==> config.mk <==
export PLATFORM = sky130hd
export DESIGN_NAME = ebac_cpu_flat
export DESIGN_NICKNAME = d
export VERILOG_FILES = /design/src/inc/ebac_pkg.sv /design/src/inc/ebac_if.sv /design/src/rtl/ebac_cpu.sv /design/src/flat_wrapper.sv
export SDC_FILE = /design/constraint.sdc
export NUM_CORES = 1
export LEC_CHECK = 0
export BUFFER_PORTS_ARGS = -buffer_cell sky130_fd_sc_hd__buf_2
export CAP_MARGIN = 25
export CORE_ASPECT_RATIO = 2
export CORE_MARGIN = 4
export CORE_UTILIZATION = 45
export CTS_BUF_LIST = sky130_fd_sc_hd__clkbuf_8
export CTS_CLUSTER_SIZE = 30
export DETAILED_ROUTE_END_ITERATION = 16
export GPL_TIMING_DRIVEN = 0
export PLACE_DENSITY = 0.65
export SLEW_MARGIN = 40
export SYNTH_ARGS = -nofsm -noshare
export SYNTH_HDL_FRONTEND = slang
export SYNTH_SLANG_ARGS = --single-unit
==> constraint.sdc <==
create_clock -name i_clk_sys -period 2.1 [get_ports i_clk_sys]
set_clock_uncertainty 0.1 [all_clocks]
set_input_delay 0.42 -clock i_clk_sys [delete_from_list [all_inputs] [get_ports i_clk_sys]]
set_output_delay 0.42 -clock i_clk_sys [all_outputs]
set_load 0.005 [all_outputs]
==> src/inc/ebac_pkg.sv <==
// Shared constants for the storage byte access controller and its CPU end.
package ebac_pkg;

  // I/O space offsets of the storage registers.
  localparam logic [5:0] EBAC_OFS_CONTROL = 6'h1C;
  localparam logic [5:0] EBAC_OFS_DATA    = 6'h1D;
  localparam logic [5:0] EBAC_OFS_ADDRESS = 6'h1E;

  // Storage geometry.
  localparam int         EBAC_DEPTH       = 128;
  localparam int         EBAC_ADDR_W      = 7;
  localparam logic [6:0] EBAC_LAST_BYTE   = 7'h7F;

  // Control register fields and reset value.
  localparam int         EBAC_BIT_RSTROBE = 0;
  localparam int         EBAC_BIT_WSTROBE = 1;
  localparam int         EBAC_BIT_MWE     = 2;
  localparam int         EBAC_BIT_RIE     = 3;
  localparam logic [7:0] EBAC_CONTROL_RST = 8'h00;

  // Cycle counts on the system clock.
  localparam logic [2:0] EBAC_MWE_CYCLES   = 3'h4;
  localparam logic [2:0] EBAC_WSTALL_CYC   = 3'h2;
  localparam logic [2:0] EBAC_RSTALL_CYC   = 3'h4;

  // Programming interval, timed from the 1 MHz RC time base.
  localparam int         EBAC_SYS_CLK_HZ   = 125_000_000;
  localparam int         EBAC_RC_CLK_HZ    = 1_000_000;
  localparam int         EBAC_RC_DIV       = EBAC_SYS_CLK_HZ / EBAC_RC_CLK_HZ;
  localparam logic [6:0] EBAC_RC_DIV_LAST  = 7'(EBAC_RC_DIV - 1);
  localparam int         EBAC_PROG_RC_CYC  = 8448;
  localparam int         EBAC_PROG_W       = 14;

  // Offsets of the CPU end's own command registers.
  localparam logic [2:0] EBAC_H_CMD    = 3'h0;
  localparam logic [2:0] EBAC_H_ADDR   = 3'h1;
  localparam logic [2:0] EBAC_H_DATA   = 3'h2;
  localparam logic [2:0] EBAC_H_STATUS = 3'h3;
  localparam logic [2:0] EBAC_H_CTRL   = 3'h4;
  localparam logic [2:0] EBAC_H_RDATA  = 3'h5;

  // CPU end sequencer; Gray steps along the write and read paths, except the returns to idle.
  typedef enum logic [3:0] {
    EBAC_S_IDLE  = 4'h0,
    EBAC_S_POLL  = 4'h1,
    EBAC_S_CHECK = 4'h3,
    EBAC_S_ADDR  = 4'h2,
    EBAC_S_DATA  = 4'h6,
    EBAC_S_MWE   = 4'h7,
    EBAC_S_WSTB  = 4'h5,
    EBAC_S_RSTB  = 4'hA,
    EBAC_S_RREQ  = 4'hB,
    EBAC_S_RCAP  = 4'hF
  } ebac_state_t;

endpackage : ebac_pkg

==> src/inc/ebac_if.sv <==
// Interface joining the CPU end to the storage byte access controller.
`timescale 1ns/1ps
`default_nettype none
interface ebac_if;
  logic [5:0] io_addr;
  logic [7:0] io_wdata;
  logic       io_we;
  logic       io_re;
  logic [7:0] io_rdata;
  logic       cpu_stall;
  logic       ready_irq;
  logic       global_ie;
  logic       power_down;

  modport dev (
    input  io_addr,
    input  io_wdata,
    input  io_we,
    input  io_re,
    output io_rdata,
    output cpu_stall,
    output ready_irq,
    input  global_ie,
    input  power_down
  );

  modport cpu (
    output io_addr,
    output io_wdata,
    output io_we,
    output io_re,
    input  io_rdata,
    input  cpu_stall,
    input  ready_irq,
    output global_ie,
    output power_down
  );
endinterface : ebac_if
`default_nettype wire

==> src/rtl/ebac_cpu.sv <==
// CPU end: runs storage write and read sequences on software command.
//
// Local design decision: the address-and-strobe port.
`timescale 1ns/1ps
`default_nettype none
module ebac_cpu
  import ebac_pkg::*;
(
  input  wire logic       i_clk_sys,
  input  wire logic       i_rst_b,
  input  wire logic [2:0] i_addr,
  input  wire logic [7:0] i_wdata,
  input  wire logic       i_we,
  input  wire logic       i_re,
  output var  logic [7:0] o_rdata,
  ebac_if.cpu             bus
);

  ebac_state_t state_q;
  logic        is_write_q;
  logic [6:0]  addr_q;
  logic [7:0]  data_q;
  logic [7:0]  rbyte_q;
  logic        done_q;
  logic        gie_q;
  logic        pdn_q;
  logic        rie_q;
  logic [7:0]  rdata_q;
  logic [5:0]  io_addr_q;
  logic [7:0]  io_wdata_q;
  logic        io_we_q;
  logic        io_re_q;
  logic        go_wr;
  logic        go_rd;
  logic        idle;
  logic        gie_out_q;

  assign idle  = (state_q == EBAC_S_IDLE);
  assign go_wr = i_we && (i_addr == EBAC_H_CMD) && i_wdata[0] && idle;
  assign go_rd = i_we && (i_addr == EBAC_H_CMD) && i_wdata[1] && idle
                 && !i_wdata[0];

  // Command parameters and controls.
  always_ff @(posedge i_clk_sys) begin
    if (!i_rst_b) begin
      addr_q <= 7'h00;
      data_q <= 8'h00;
      gie_q  <= 1'b0;
      pdn_q  <= 1'b0;
      rie_q  <= 1'b0;
    end else if (i_we) begin
      if (i_addr == EBAC_H_ADDR) begin
        addr_q <= i_wdata[6:0];
      end
      if (i_addr == EBAC_H_DATA) begin
        data_q <= i_wdata;
      end
      if (i_addr == EBAC_H_CTRL) begin
        gie_q <= i_wdata[0];
        pdn_q <= i_wdata[1];
        rie_q <= i_wdata[2];
      end
    end
  end

  // Sequencer; it issues nothing while the device stalls the CPU.
  always_ff @(posedge i_clk_sys) begin
    if (!i_rst_b) begin
      state_q    <= EBAC_S_IDLE;
      is_write_q <= 1'b0;
      rbyte_q    <= 8'h00;
    end else if (!bus.cpu_stall) begin
      case (state_q)
        EBAC_S_IDLE: begin
          if (go_wr || go_rd) begin
            state_q    <= EBAC_S_POLL;
            is_write_q <= go_wr;
          end
        end
        EBAC_S_POLL:  state_q <= EBAC_S_CHECK;
        EBAC_S_CHECK: begin
          if (bus.io_rdata[EBAC_BIT_WSTROBE]) begin
            state_q <= EBAC_S_POLL;
          end else begin
            state_q <= EBAC_S_ADDR;
          end
        end
        EBAC_S_ADDR:
          state_q <= is_write_q ? EBAC_S_DATA : EBAC_S_RSTB;
        EBAC_S_DATA:  state_q <= EBAC_S_MWE;
        EBAC_S_MWE:   state_q <= EBAC_S_WSTB;
        EBAC_S_WSTB:  state_q <= EBAC_S_IDLE;
        EBAC_S_RSTB:  state_q <= EBAC_S_RREQ;
        // Waits out the stall that the read strobe brings.
        EBAC_S_RREQ: begin
          if (!io_we_q) begin
            state_q <= EBAC_S_RCAP;
          end
        end
        // Data stand in the cycle after the request has left the bus.
        EBAC_S_RCAP: begin
          if (!io_re_q) begin
            rbyte_q <= bus.io_rdata;
            state_q <= EBAC_S_IDLE;
          end
        end
        default:      state_q <= EBAC_S_IDLE;
      endcase
    end
  end

  // Bus strobes, registered; the strobe is sent one step ahead of need.
  always_ff @(posedge i_clk_sys) begin
    if (!i_rst_b) begin
      io_addr_q  <= 6'h00;
      io_wdata_q <= 8'h00;
      io_we_q    <= 1'b0;
      io_re_q    <= 1'b0;
    end else begin
      io_we_q    <= 1'b0;
      io_re_q    <= 1'b0;
      io_wdata_q <= 8'h00;
      io_addr_q  <= 6'h00;
      if (!bus.cpu_stall) begin
        case (state_q)
          // The status read leaves with the step into the poll state, so
          // its answer stands when the check state samples it.
          EBAC_S_IDLE: begin
            if (go_wr || go_rd) begin
              io_re_q   <= 1'b1;
              io_addr_q <= EBAC_OFS_CONTROL;
            end
          end
          EBAC_S_CHECK: begin
            if (bus.io_rdata[EBAC_BIT_WSTROBE]) begin
              io_re_q   <= 1'b1;
              io_addr_q <= EBAC_OFS_CONTROL;
            end
          end
          EBAC_S_ADDR: begin
            io_we_q    <= 1'b1;
            io_addr_q  <= EBAC_OFS_ADDRESS;
            io_wdata_q <= {1'b0, addr_q};
          end
          EBAC_S_DATA: begin
            io_we_q    <= 1'b1;
            io_addr_q  <= EBAC_OFS_DATA;
            io_wdata_q <= data_q;
          end
          EBAC_S_MWE: begin
            io_we_q    <= 1'b1;
            io_addr_q  <= EBAC_OFS_CONTROL;
            io_wdata_q <= {4'h0, rie_q, 3'b100};
          end
          EBAC_S_WSTB: begin
            io_we_q    <= 1'b1;
            io_addr_q  <= EBAC_OFS_CONTROL;
            io_wdata_q <= {4'h0, rie_q, 3'b010};
          end
          EBAC_S_RSTB: begin
            io_we_q    <= 1'b1;
            io_addr_q  <= EBAC_OFS_CONTROL;
            io_wdata_q <= {4'h0, rie_q, 3'b001};
          end
          EBAC_S_RREQ: begin
            if (!io_we_q) begin
              io_re_q   <= 1'b1;
              io_addr_q <= EBAC_OFS_DATA;
            end
          end
          default: begin
            io_we_q <= 1'b0;
          end
        endcase
      end
    end
  end

  // Done flag: completion wins over a clear in the same cycle.
  always_ff @(posedge i_clk_sys) begin
    if (!i_rst_b) begin
      done_q <= 1'b0;
    end else if (!bus.cpu_stall && (state_q == EBAC_S_WSTB
                 || (state_q == EBAC_S_RCAP && !io_re_q))) begin
      done_q <= 1'b1;
    end else if (i_we && (i_addr == EBAC_H_STATUS) && i_wdata[1]) begin
      done_q <= 1'b0;
    end
  end

  // Interrupts are held off for the whole sequence so the arming window
  // cannot expire under an interrupt handler; the level drops in the
  // cycle after a command is taken, together with the first bus access.
  always_ff @(posedge i_clk_sys) begin
    if (!i_rst_b) begin
      gie_out_q <= 1'b0;
    end else begin
      gie_out_q <= gie_q && idle && !go_wr && !go_rd;
    end
  end

  // Software register reads, data in the following cycle.
  always_ff @(posedge i_clk_sys) begin
    if (!i_rst_b || !i_re) begin
      rdata_q <= 8'h00;
    end else begin
      case (i_addr)
        EBAC_H_ADDR:   rdata_q <= {1'b0, addr_q};
        EBAC_H_DATA:   rdata_q <= data_q;
        EBAC_H_STATUS: rdata_q <= {5'h00, bus.ready_irq, done_q, !idle};
        EBAC_H_CTRL:   rdata_q <= {5'h00, rie_q, pdn_q, gie_q};
        EBAC_H_RDATA:  rdata_q <= rbyte_q;
        default:       rdata_q <= 8'h00;
      endcase
    end
  end

  assign bus.io_addr    = io_addr_q;
  assign bus.io_wdata   = io_wdata_q;
  assign bus.io_we      = io_we_q;
  assign bus.io_re      = io_re_q;
  assign bus.global_ie  = gie_out_q;
  assign bus.power_down = pdn_q;
  assign o_rdata        = rdata_q;

endmodule : ebac_cpu
`default_nettype wire

==> src/flat_wrapper.sv <==
// flat-port wrapper written by rule: the top's interface ports become plain ports
module ebac_cpu_flat import ebac_pkg::*;
  (i_clk_sys, i_rst_b, i_addr, i_wdata, i_we, i_re, o_rdata, bus_io_addr, bus_io_wdata, bus_io_we, bus_io_re, bus_io_rdata, bus_cpu_stall, bus_ready_irq, bus_global_ie, bus_power_down);
  ebac_if bus_i ();
  input  wire logic i_clk_sys;
  input  wire logic i_rst_b;
  input  wire logic [2:0] i_addr;
  input  wire logic [7:0] i_wdata;
  input  wire logic i_we;
  input  wire logic i_re;
  output var  logic [7:0] o_rdata;
  output wire logic [$bits(bus_i.io_addr)-1:0] bus_io_addr;
  output wire logic [$bits(bus_i.io_wdata)-1:0] bus_io_wdata;
  output wire logic [$bits(bus_i.io_we)-1:0] bus_io_we;
  output wire logic [$bits(bus_i.io_re)-1:0] bus_io_re;
  input wire logic [$bits(bus_i.io_rdata)-1:0] bus_io_rdata;
  input wire logic [$bits(bus_i.cpu_stall)-1:0] bus_cpu_stall;
  input wire logic [$bits(bus_i.ready_irq)-1:0] bus_ready_irq;
  output wire logic [$bits(bus_i.global_ie)-1:0] bus_global_ie;
  output wire logic [$bits(bus_i.power_down)-1:0] bus_power_down;
  assign bus_io_addr = bus_i.io_addr;
  assign bus_io_wdata = bus_i.io_wdata;
  assign bus_io_we = bus_i.io_we;
  assign bus_io_re = bus_i.io_re;
  assign bus_i.io_rdata = bus_io_rdata;
  assign bus_i.cpu_stall = bus_cpu_stall;
  assign bus_i.ready_irq = bus_ready_irq;
  assign bus_global_ie = bus_i.global_ie;
  assign bus_power_down = bus_i.power_down;
  ebac_cpu u_core (.i_clk_sys(i_clk_sys), .i_rst_b(i_rst_b), .i_addr(i_addr), .i_wdata(i_wdata), .i_we(i_we), .i_re(i_re), .o_rdata(o_rdata), .bus(bus_i));
endmodule
Word level (Yosys, flattened, before mapping)
Index checks and enable logic that the tools add are counted.
Widths: inputs -> output; s select.

word-level totals
  output and inout port bits = 26
  bits in registers = 57
  logic and storage cells = 90

cells by class
  eq/ne operators = 17
  reduce and logical (&&, ||, !) cells = 36
  bitwise logic cells = 3
  muxes and demuxes = 19

operators by type and width
  kind                count
  $pmux 8 s5          2
  $pmux 4 s9          1
  $pmux 6 s6          1
  $mux 4              4
  $mux 5              3
  $logic_and 1x1->1   13
  $eq 4x3->1 const B  3
  $eq 4x4->1 const B  3
  $eq 4x2->1 const B  2
  $logic_not 1->1     8
  $eq 3x2->1 const B  2
  $eq 3x3->1 const B  2
  $mux 1              6
  $ne 2x2->1 const B  3
  $reduce_and 2->1    3
  $reduce_and 3->1    2
  $reduce_or 5->1     1
  $eq 4x1->1 const B  1
  $logic_not 4->1     1
  $reduce_and 4->1    1
  $eq 3x1->1 const B  1
  $logic_not 3->1     1
  $logic_or 1x1->1    3
  $not 1->1           3
  5 further kinds     5

Longest topological paths before layout
Gate-level depths: netlist of the first run.

  depth after elaboration = 8
  gate-level depth with buffers = 6
  mapped depth without buffers = 4

Least setup slack after synthesis of the first run
No wires, ideal clock.

  path type = input-to-reg
  from = input i_addr[2]
  to = register u_core.data_q[0]
  data required time = 1884 ps
  setup slack = 500 ps
  setup time = 116 ps
  cell stages on the path = 6
  data arrival time = 1384 ps
  path through = buf_4 -> nand2b_4 -> nor3b_1 -> buf_2 -> mux2i_1 -> nor2b_1

between the ends
  longest elaborated chain between the ends = 2

ends and longest elaborated chain
  what                               line               source
  start: declaration                 flat_wrapper.sv:7  input wire logic [2:0] i_addr;
  $eq 3x2->1                         ebac_cpu.sv:55     if (i_addr == EBAC_H_DATA) begin
  $reduce_and 2->1 (no source line)  n/a
  end signal: assignment             ebac_cpu.sv:56     data_q <= i_wdata;
  end: declaration                   ebac_cpu.sv:22     logic [7:0] data_q;

No other way between the ends.
A chain may end at the register's enable or synchronous reset.

Worst setup path in the final report of the first run
  from = register u_core.state_q[2]
  to = register u_core.state_q[2]

between the ends
  longest elaborated chain between the ends = 6
  elaborated cells between the ends (all ways) = 18
  classes of those cells = 11 x eq/ne; 1 x mux; 6 x reduce/logical

ends and longest elaborated chain
  what                               line                            source
  start: declaration                 ebac_cpu.sv:19                  ebac_state_t state_q;
  start signal: assignment           ebac_cpu.sv:89                  state_q <= is_write_q ? EBAC_S_DATA : EBAC_S_RSTB;
  $logic_not 4->1                    ebac_cpu.sv:38, ebac_cpu.sv:73
  $logic_and 1x1->1                  ebac_cpu.sv:40                  assign go_rd = i_we && (i_addr == EBAC_H_CMD) && i_wdata[1] && idle
  $logic_and 1x1->1                  ebac_cpu.sv:41                  && !i_wdata[0];
  $logic_or 1x1->1                   ebac_cpu.sv:75                  if (go_wr || go_rd) begin
  $ne 2x2->1 (no source line)        n/a
  $reduce_and 4->1 (no source line)  n/a

Several ways; a longest one is shown, not always the timed one.

==> out/metrics.csv, run 1 <==
metric;value;unit
Die ar.;6710;um2
final setup vio count;0;
Multi-input gate area;1240;um2
vias per cell;5.37;
Startpoint Class;register;
root buf cell;clkbuf_8;
CTS tree;built;
Starting DRT DRC Count;67;
Setup Fix Bufs, Post-CTS;0;
syn_area_per_cell;9.23;um2
routability cong.;0.843;
drt drc;0;
register bit total from synthesis;54;
Slew HR;0.547;
Netlist cell types;44;
Async S/R FF share, synth;0;
n_diodes;0;
pin count of the biggest net entering global routing;19;
FMAX;0.544;GHz
GRT Residual Overflow;0;
clock latency at the later pin of the worst-skew pair;0.31;ns
Post-synth top flop;dfxtp_1;
Final nets;344;
Tmin final;1.84;ns
Setup CP Type;register to register;
DR pass1 iterations;4;
Reg area;1080;um2
Num Clock Sinks;54;
wire length per cell;15.8;um
hpwl dp;4.71;mm
first-pass GRT wire length;9.60;mm
post-synth design cell area;2430;um2
most frequent cells in the layout;buf_2, dfxtp_1, mux2i_1;
die width;59.9;um
Area growth syn-to-layout;17.9;%
run status;complete, no violations;
Syn Inst Count;263;
Crit Path Max Fanout;7;
Chip Height;112;um
RSZ-0062 raised after global routing;no;
antenna viol nets, final;0;
post-cts hold buffer count;0;
# resized after CTS;0;
GRT Overall Usage;0.186;
initial antenna violation count;0;
WHS;0.264;ns
I/O pins;51;
vias;2031;
commonest non-fill, non-tap cell in the layout;buf_2;
port bufs;49;
leakage dissipation;1.19;nW
sequential share of the synthesized area;0.445;
H-tree depth;2;
Least-Margin Pin Slew;0.676;ns
final hold violation count;0;
CORE AREA;5180;um2
Starting Density;0.468;
Critical Path End Type;register;
Worst-path clk slew;0.11;ns
Worst EP required;2.23;ns
number of CTS-inserted buffers;5;
Fillers;524;
number of global-route vias before repair;2073;
Syn Nets;288;
Longest Clk Path Bufs;2;
reported max-cap violation count;0;
worst hold path type;input port to register;
Final Cycle Share;0.876;
# rows;37;
IR drop worst, VDD;0.643;mV
Power Density;660;nW/um2
Post-synth EDFFs;0;
share of layout cells above drive strength 1;0.241;
Slew Limit Fails;0;
Syn. warnings;0;
crit path DAT;1.97;ns
DRT Wirelength;5.98;mm
final setup TNS;0;ns
==> area by class of cell <==
class                   count  area share
multi-input cells         188       0.435
flip-flops and latches     54       0.378
repair buffers             49      0.0857
plain buffers              19      0.0332
well taps                  58      0.0253
clock buffers               5      0.0240
clock inverters             3      0.0166
inverters                   2     0.00262
==> kinds of logic (layout without fill, tap and decap cells) <==
logic type / count (synthesis) / count (layout) / share of synthesized area
flops: 54 / 54 / 0.445
buf+inv: 21 / 78 / 0.0422
other cells: 1 / 1 / 0.00154
mux: 41 / 41 / 0.169
simple gates: 109 / 109 / 0.244
compound gates: 37 / 37 / 0.0979
==> critical path: stages (launching register included) <==
cell,delay [ns]
dfxtp_1,0.48
mux2_2,0.37
a41oi_1,0.41
o21ai_2,0.16
o31ai_1,0.24
==> state kept, by name, summed over array words and instances, names as in the netlist, 3 cells and up <==
name	count
u_core.data_q	8
u_core.addr_q	7
u_core.bus.io_wdata	8
u_core.o_rdata	8
u_core.rbyte_q	8
u_core.bus.io_addr	3
u_core.state_q	4
==> per-stage QoR <==
step | setup slack, ns | instances | util | area, um2 | total power, mW
after floorplan | 0.500 | 263 | - | 2430 | 1.14
after global placement | 0.127 | 370 | 0.530 | 2750 | 1.19
after detailed placement | 0.131 | 370 | 0.530 | 2750 | 1.20
after CTS | 0.288 | 378 | 0.552 | 2860 | 1.91
after global routing | 0.125 | 378 | 0.552 | 2860 | 1.95
final | 0.261 | 378 | 0.552 | 2860 | 1.89
==> Yosys cell counts (4+ instances only) <==
cell type / number / area (um2)
nand3b_1: 5 / 37.5
nor2b_1: 31 / 194
buf_2: 6 / 30.0
nand2_1: 15 / 56.3
o21ai_0: 6 / 30.0
clkbuf_1: 8 / 30.0
dfxtp_1: 54 / 1080
mux2i_1: 40 / 400
buf_4: 4 / 30.0
a21oi_1: 12 / 60.1
nor2_1: 30 / 113
nand2b_1: 5 / 31.3
==> metal layers <==
layer / up-vias / GRT usage / wire length (um)
met5: - / 0 / 0
met4: 0 / 0.0799 / 145
met3: 14 / 0.0278 / 239
met2: 53 / 0.346 / 3320
met1: 945 / 0.191 / 2280
li1: 1019 / - / -
==> power by group <==
| group | total (mW) | internal (mW) | switching (mW) | leakage (nW) |
|---|---|---|---|---|
| sequential | 1.04 | 1.03 | 0.00794 | 0.436 |
| clock | 0.718 | 0.362 | 0.356 | 0.0587 |
| combinational | 0.131 | 0.0594 | 0.0721 | 0.695 |
| total | 1.89 | 1.45 | 0.436 | 1.19 |
==> path summary, 6_finish.rpt <==
check	start	endpoint	cells after the start	slack [ns]
setup / recovery	u_core.state_q[2]$_SDFFE_PN0P_	u_core.state_q[2]$_SDFFE_PN0P_	4	0.26
hold / removal	bus_io_rdata[4]	u_core.rbyte_q[4]$_SDFFE_PN0P_	3	0.26
setup reg to reg	u_core.state_q[2]$_SDFFE_PN0P_	u_core.state_q[2]$_SDFFE_PN0P_	4	0.26
hold reg to reg	u_core.gie_q$_SDFFE_PN0P_	u_core.bus.global_ie$_SDFF_PN0_	2	0.36
(Power assumes the default switching activity.)
==> inputs of run 2 (changes only) <==
- ABC_AREA: not set -> 1
==> run 2 against run 1 <==
Core utilization is 0.65 points higher. Largest cell class is now sequential cells. Cell count is 15% higher. Total power is 35% higher. Non-clock buffer count is 11 lower. Synthesized area is 4.9% lower. Routed wire length is 2.7% lower. Sequential share of layout area is 1.7 points higher. Die area is 4.4% lower. Via count is 7.6% higher. Clock power is 2% higher. Fmax is 11% higher. Sequential power is 15% higher.
==> out/metrics.csv, run 2 <==
metric;value;unit;change
cell with the most instances after synthesis;nand2_1;;
FMAX;0.606;GHz;+11%
final setup vio count;0;;unchanged
grt met1 use;0.201;;+0.0102
Final Cycle Share;0.786;;-0.0898
GRT Residual Overflow;0;;unchanged
Setup Fix Bufs, Post-CTS;0;;unchanged
Syn Nets;344;;+19%
vias per cell;5.05;;-6.1%
number of CTS-inserted buffers;5;;unchanged
Critical Path End Type;register;;
Crit Path Max Fanout;10;;+3
number of global-route vias before repair;2116;;+2.1%
share of layout cells above drive strength 1;0.213;;-0.0279
IR drop worst, VDD;0.741;mV;+15%
DRT Wirelength;5.82;mm;-2.7%
Area growth syn-to-layout;18.7;%;
final setup TNS;0;ns;unchanged
post-cts hold buffer count;0;;unchanged
Startpoint Class;register;;
Syn. warnings;0;;unchanged
post-synth design cell area;2310;um2;-4.9%
run status;complete, no violations;;
Async S/R FF share, synth;0;;unchanged
top-area cell type share of the netlist area;0.468;;+0.0229
Die ar.;6410;um2;-4.4%
Slew Limit Fails;0;;unchanged
sequential share of power;0.469;;-0.082
clock latency at the later pin of the worst-skew pair;0.32;ns;about the same
# rows;36;;-2.7%
Worst Hold Launch;bus_io_rdata[3];;
most frequent cells after synthesis;nand2_1, dfxtp_1, nor2_1, inv_1, o21ai_0;;
RSZ-0062 raised after global routing;no;;
wire length per cell;13.4;um;-15%
Starting DRT DRC Count;74;;+10%
Final nets;400;;+16%
Power Total;2.56;mW;+35%
crit path DAT;1.77;ns;-0.20 ns
Tmin final;1.65;ns;-0.189 ns
Syn Inst Count;319;;+21%
Num Clock Sinks;54;;unchanged
final hold violation count;0;;unchanged
commonest non-fill, non-tap cell in the layout;nand2_1;;
CORE AREA;4910;um2;-5.3%
Post-synth top flop;dfxtp_1;;
drt drc;0;;unchanged
first-pass GRT wire length;9.56;mm;-0.43%
n_diodes;0;;unchanged
antenna viol nets, final;0;;unchanged
Longest Clk Path Bufs;2;;unchanged
Chip Height;109;um;-2.3%
GRT Overall Usage;0.200;;+0.0148
GRT met2 Usage;0.369;;+0.0227
main area contributors after synthesis;dfxtp_1, nand2_1, nor2_1;;
M3 GR Usage;0.0376;;+0.00976
CP startpoint;u_core.state_q[0]$_SDFFE_PN0P_;;
most frequent cells in the layout;nand2_1, dfxtp_1, buf_2;;
Power Density;933;nW/um2;+41%
Sw Share;0.349;;+0.119
reported max-cap violation count;0;;unchanged
FF-to-FF Start;u_core.state_q[0]$_SDFFE_PN0P_;;
pin count of the biggest net entering global routing;19;;unchanged
sequential share of the synthesized area;0.468;;+0.0229
final core utilization;0.559;;+0.00649
Post-synth EDFFs;0;;unchanged
Worst EP required;2.22;ns;about the same
port bufs;49;;unchanged
leakage dissipation;1.36;nW;+15%
root buf cell;clkbuf_8;;
syn_area_per_cell;7.24;um2;-22%
Starting Density;0.470;;+0.00205
vias;2185;;+7.6%
Setup CP Type;register to register;;
hpwl dp;4.57;mm;-3.0%
H-tree depth;2;;unchanged
Worst-path clk slew;0.10;ns;about the same
routability cong.;0.860;;+2.0%
I/O pins;51;;unchanged
Synth area leader;dfxtp_1;;
worst hold path type;input port to register;;
DR pass1 iterations;4;;unchanged
register bit total from synthesis;54;;unchanged
internal power;1.66;mW;+14%
initial antenna violation count;0;;unchanged
combinational share of power;0.243;;+0.173
die width;58.7;um;-2.1%
sw power;894;uW;+100%
# resized after CTS;0;;unchanged
clock share of power;0.287;;-0.093
Netlist cell types;32;;-27%
CTS tree;built;;
Most Used Layer, Global Route;met2;;
## run 2: worst paths after layout
kind	end	slack, ns	cells after the start
worst max-delay path	u_core.rbyte_q[6]$_SDFFE_PN0P_	0.45	6
worst min-delay path	u_core.rbyte_q[3]$_SDFFE_PN0P_	0.21	3
worst max register to register	u_core.rbyte_q[6]$_SDFFE_PN0P_	0.45	6
worst min register to register	u_core.bus.io_wdata[5]$_SDFF_PP0_	0.36	2
## run 2: through the flow
| step | cell area, um2 | std cells | hold WS, ns | setup slack, ns |
|---|---|---|---|---|
| finish | 2740 | 433 | 0.214 | 0.450 |
| floorplan | 2310 | 319 | 0.323 | 0.613 |
| global placement | 2630 | 425 | 0.341 | 0.161 |
| detailed placement | 2630 | 425 | 0.345 | 0.133 |
| CTS | 2740 | 433 | 0.206 | 0.433 |
| global route | 2740 | 433 | 0.241 | 0.284 |
## run 2: routing by layer
| metal | share of wire | up-vias |
|---|---|---|
| met2 | 0.54 | 70 |
| met5 | 0 | - |
| met4 | 0.043 | 0 |
| met3 | 0.054 | 20 |
| li1 | - | 1127 |
| met1 | 0.36 | 968 |
## run 2: worst max-delay path, cell delays in order, from the launching register on
cell,delay [ns]
dfxtp_1,0.58
nand2_4,0.11
nor3_4,0.36
inv_2,0.09
buf_6,0.16
nor2_1,0.10
nor2_1,0.05
## run 2: power by group through the flow
stage / combinational, mW / clock (mW) / sequential [mW]
4_1_cts: 0.623 / 0.758 / 1.20
2_1_floorplan: 0.454 / 0 / 1.20
3_5_place_dp: 0.613 / 0 / 1.22
3_3_place_gp: 0.609 / 0 / 1.22
6_report: 0.622 / 0.735 / 1.20
5_1_grt: 0.713 / 0.794 / 1.21
## run 2: cells by family (layout without fill, tap and decap cells)
family          count (synthesis)  count (layout)  share of synthesized area
simple gates                  143             143                      0.273
compound gates                 67              67                      0.161
flops                          54              54                      0.468
buf+inv                        54             111                     0.0964
other cells                     1               1                    0.00162
## run 2: cell type report
class | instances | area, um2
clock inverters | 3 | 47.5
fillers | 521 | 2170
multi-input cells | 211 | 1010
clock buffers | 5 | 68.8
plain buffers | 8 | 50.0
repair buffers | 49 | 245
well taps | 57 | 71.3
inverters | 46 | 173
flip-flops and latches | 54 | 1080
==> inputs of run 3 (changes only) <==
- ABC_AREA: 1 -> 0
- PLACE_DENSITY: 0.65 -> 0.67
- clock period: 2.1 -> 1.3 ns (I/O delays scaled with it)
==> run 3 against run 2 <==
The run now ends with setup timing left. Hold slack got worse by 0.12 ns. Cell count fell by 9.7%. Global-route usage rose by 0.30 points. Setup slack got worse by 0.67 ns. Sequential share of layout area fell by 5.2 points. Register-to-register slack got worse by 0.67 ns. Clock power rose by 61%. Sequential power rose by 40%. Count of clock-buffer cells in the layout did not move. Critical endpoint is now u_core.rbyte_q[2]$_SDFFE_PN0P_.
==> out/metrics.csv, run 3 (synthesis results as in run 1) <==
metric;value;unit;change
Reg area;1090;um2;+1.2%
n_diodes;0;;unchanged
most frequent cells in the layout;buf_2, dfxtp_1, mux2i_1;;
crit-path max cell delay;0.59;ns;about the same
crit path DAT;1.62;ns;-0.15 ns
DR pass1 iterations;5;;+1
IR drop worst, VDD;0.903;mV;+22%
Worst Slack Setup Final;-0.217;ns;-0.667 ns
grt met1 use;0.208;;+0.00679
root buf cell;clkbuf_8;;
routability cong.;0.829;;-3.5%
vias;2134;;-2.3%
first-pass GRT wire length;10.4;mm;+8.5%
Num Clock Sinks;54;;unchanged
# rows;37;;+2.8%
number of CTS-inserted buffers;5;;unchanged
Longest Clk Path Bufs;2;;unchanged
port bufs;49;;unchanged
post-route design area;3190;um2;+16%
Die ar.;6710;um2;+4.6%
violated checks;setup timing;;
initial antenna violation count;0;;unchanged
final hold violation count;0;;unchanged
Fillers;486;;-6.7%
final setup vio count;22;;+22
die width;59.9;um;+2.2%
DP Cell Count;370;;-13%
post-cts hold buffer count;0;;unchanged
leakage dissipation;1.33;nW;-2.6%
Worst EP required;1.41;ns;-0.81 ns
Top delay family on crit path;simple AND/OR/NAND/NOR gates;;
Power Density;974;nW/um2;+4.4%
drt drc;0;;unchanged
antenna viol nets, final;0;;unchanged
Most Used Layer, Global Route;met2;;
GRT Residual Overflow;0;;unchanged
Power Total;3.11;mW;+22%
dpl cell area;2810;um2;+6.8%
FMAX;0.659;GHz;+8.8%
Final Cycle Share;1.17;;+0.381
Starting DRT DRC Count;80;;+8.1%
I/O pins;51;;unchanged
H-tree depth;2;;unchanged
share of layout cells above drive strength 1;0.354;;+0.142
worst hold path type;input port to register;;
CORE AREA;5180;um2;+5.6%
Critical Path End Type;register;;
number of global-route vias before repair;2219;;+4.9%
reported max-cap violation count;0;;unchanged
WP buf/inv;0;;-2
pin count of the biggest net entering global routing;19;;unchanged
Area growth syn-to-layout;31.5;%;
GRT met2 Usage;0.371;;+0.00186
pre-CTS setup slack;-0.513;ns;-0.646 ns
Final nets;357;;-11%
CTS tree;built;;
Startpoint Class;register;;
non-filler cells, final;391;;-9.7%
CP Cell Sequence;nand2_4, or4_4, mux2i_1, nor2b_1;;
Crit Path Max Fanout;8;;-2
Starting Density;0.468;;-0.00205
Multi-input gate area;1390;um2;+39%
RSZ-0062 raised after global routing;yes;;
vias per cell;5.46;;+8.2%
Worst-path clk slew;0.11;ns;about the same
Tmin final;1.52;ns;-0.133 ns
run status;finished, violations left;;
wire length per cell;16.7;um;+25%
Setup CP Type;register to register;;
WHS;0.0910;ns;-0.123 ns
clock latency at the later pin of the worst-skew pair;0.31;ns;about the same
M3 GR Usage;0.0267;;-0.0109
Slew Limit Fails;0;;unchanged
Chip Height;112;um;+2.4%
Slowest cell on crit path;or4_4;;
hpwl dp;4.89;mm;+6.9%
GRT Overall Usage;0.203;;+0.00296
DRT Wirelength;6.54;mm;+12%
==> run 3: changes by cell type in the layout (fill, tap and decap cells not counted), sizes merged, moves of 5 or more <==
cell	before	now
a21oi	27	12
buf	54	73
clkbuf	8	13
inv	47	3
mux2i	0	40
nand2	70	16
nand2b	0	6
nand3	15	3
nor2	49	31
nor2b	0	31
o21ai	31	7
==> run 3: per-layer routing <==
metal	part of all wire	wire length (um)
met1	0.36	2350
met5	0	0
met3	0.036	236
met4	0.043	279
met2	0.56	3670
==> run 3: area by class of cell <==
class                           instances  share of cell area
Clock inverter                          3              0.0153
Timing Repair Buffer                   64               0.117
Tap cell                               58              0.0227
Sequential cell                        54               0.342
Clock buffer                            5              0.0215
Inverter                                2             0.00235
Buffer                                 17              0.0423
Multi-Input combinational cell        188               0.436
==> run 3: through the flow <==
stage               utilization  TNS, ns
detailed placement        0.541   -14.50
floorplan                     -    -1.47
CTS                       0.590    -3.19
finish                    0.616    -3.15
global placement          0.541   -13.82
global route              0.616    -4.80
==> run 3: power by group <==
| group | internal, mW | switching [mW] |
|---|---|---|
| logic | 0.121 | 0.135 |
| registers | 1.66 | 0.0134 |
| clock network | 0.587 | 0.591 |
==> run 3: repair_timing <==
action                     CTS  global route
pin swaps                    4             6
setup endpoints to repair   34            44
resized for setup           23            22
buffers inserted            10             5
hold endpoints to repair     0             0
==> run 3: worst min-delay path, delay by kind of cell <==
kind          cells  cell delay, ns
simple gates      1            0.09
buf+inv           1            0.07
mux               1            0.05
==> run 3: path summary, 6_finish.rpt <==
check | startpoint | to | slack, ns | cells after the start
hold reg to reg | u_core.gie_q$_SDFFE_PN0P_ | u_core.bus.global_ie$_SDFF_PN0_ | 0.37 | 2
hold / removal | bus_io_rdata[4] | u_core.rbyte_q[4]$_SDFFE_PN0P_ | 0.09 | 3
setup reg to reg | u_core.state_q[2]$_SDFFE_PN0P_ | u_core.rbyte_q[2]$_SDFFE_PN0P_ | -0.22 | 4
setup / recovery | u_core.state_q[2]$_SDFFE_PN0P_ | u_core.rbyte_q[2]$_SDFFE_PN0P_ | -0.22 | 4
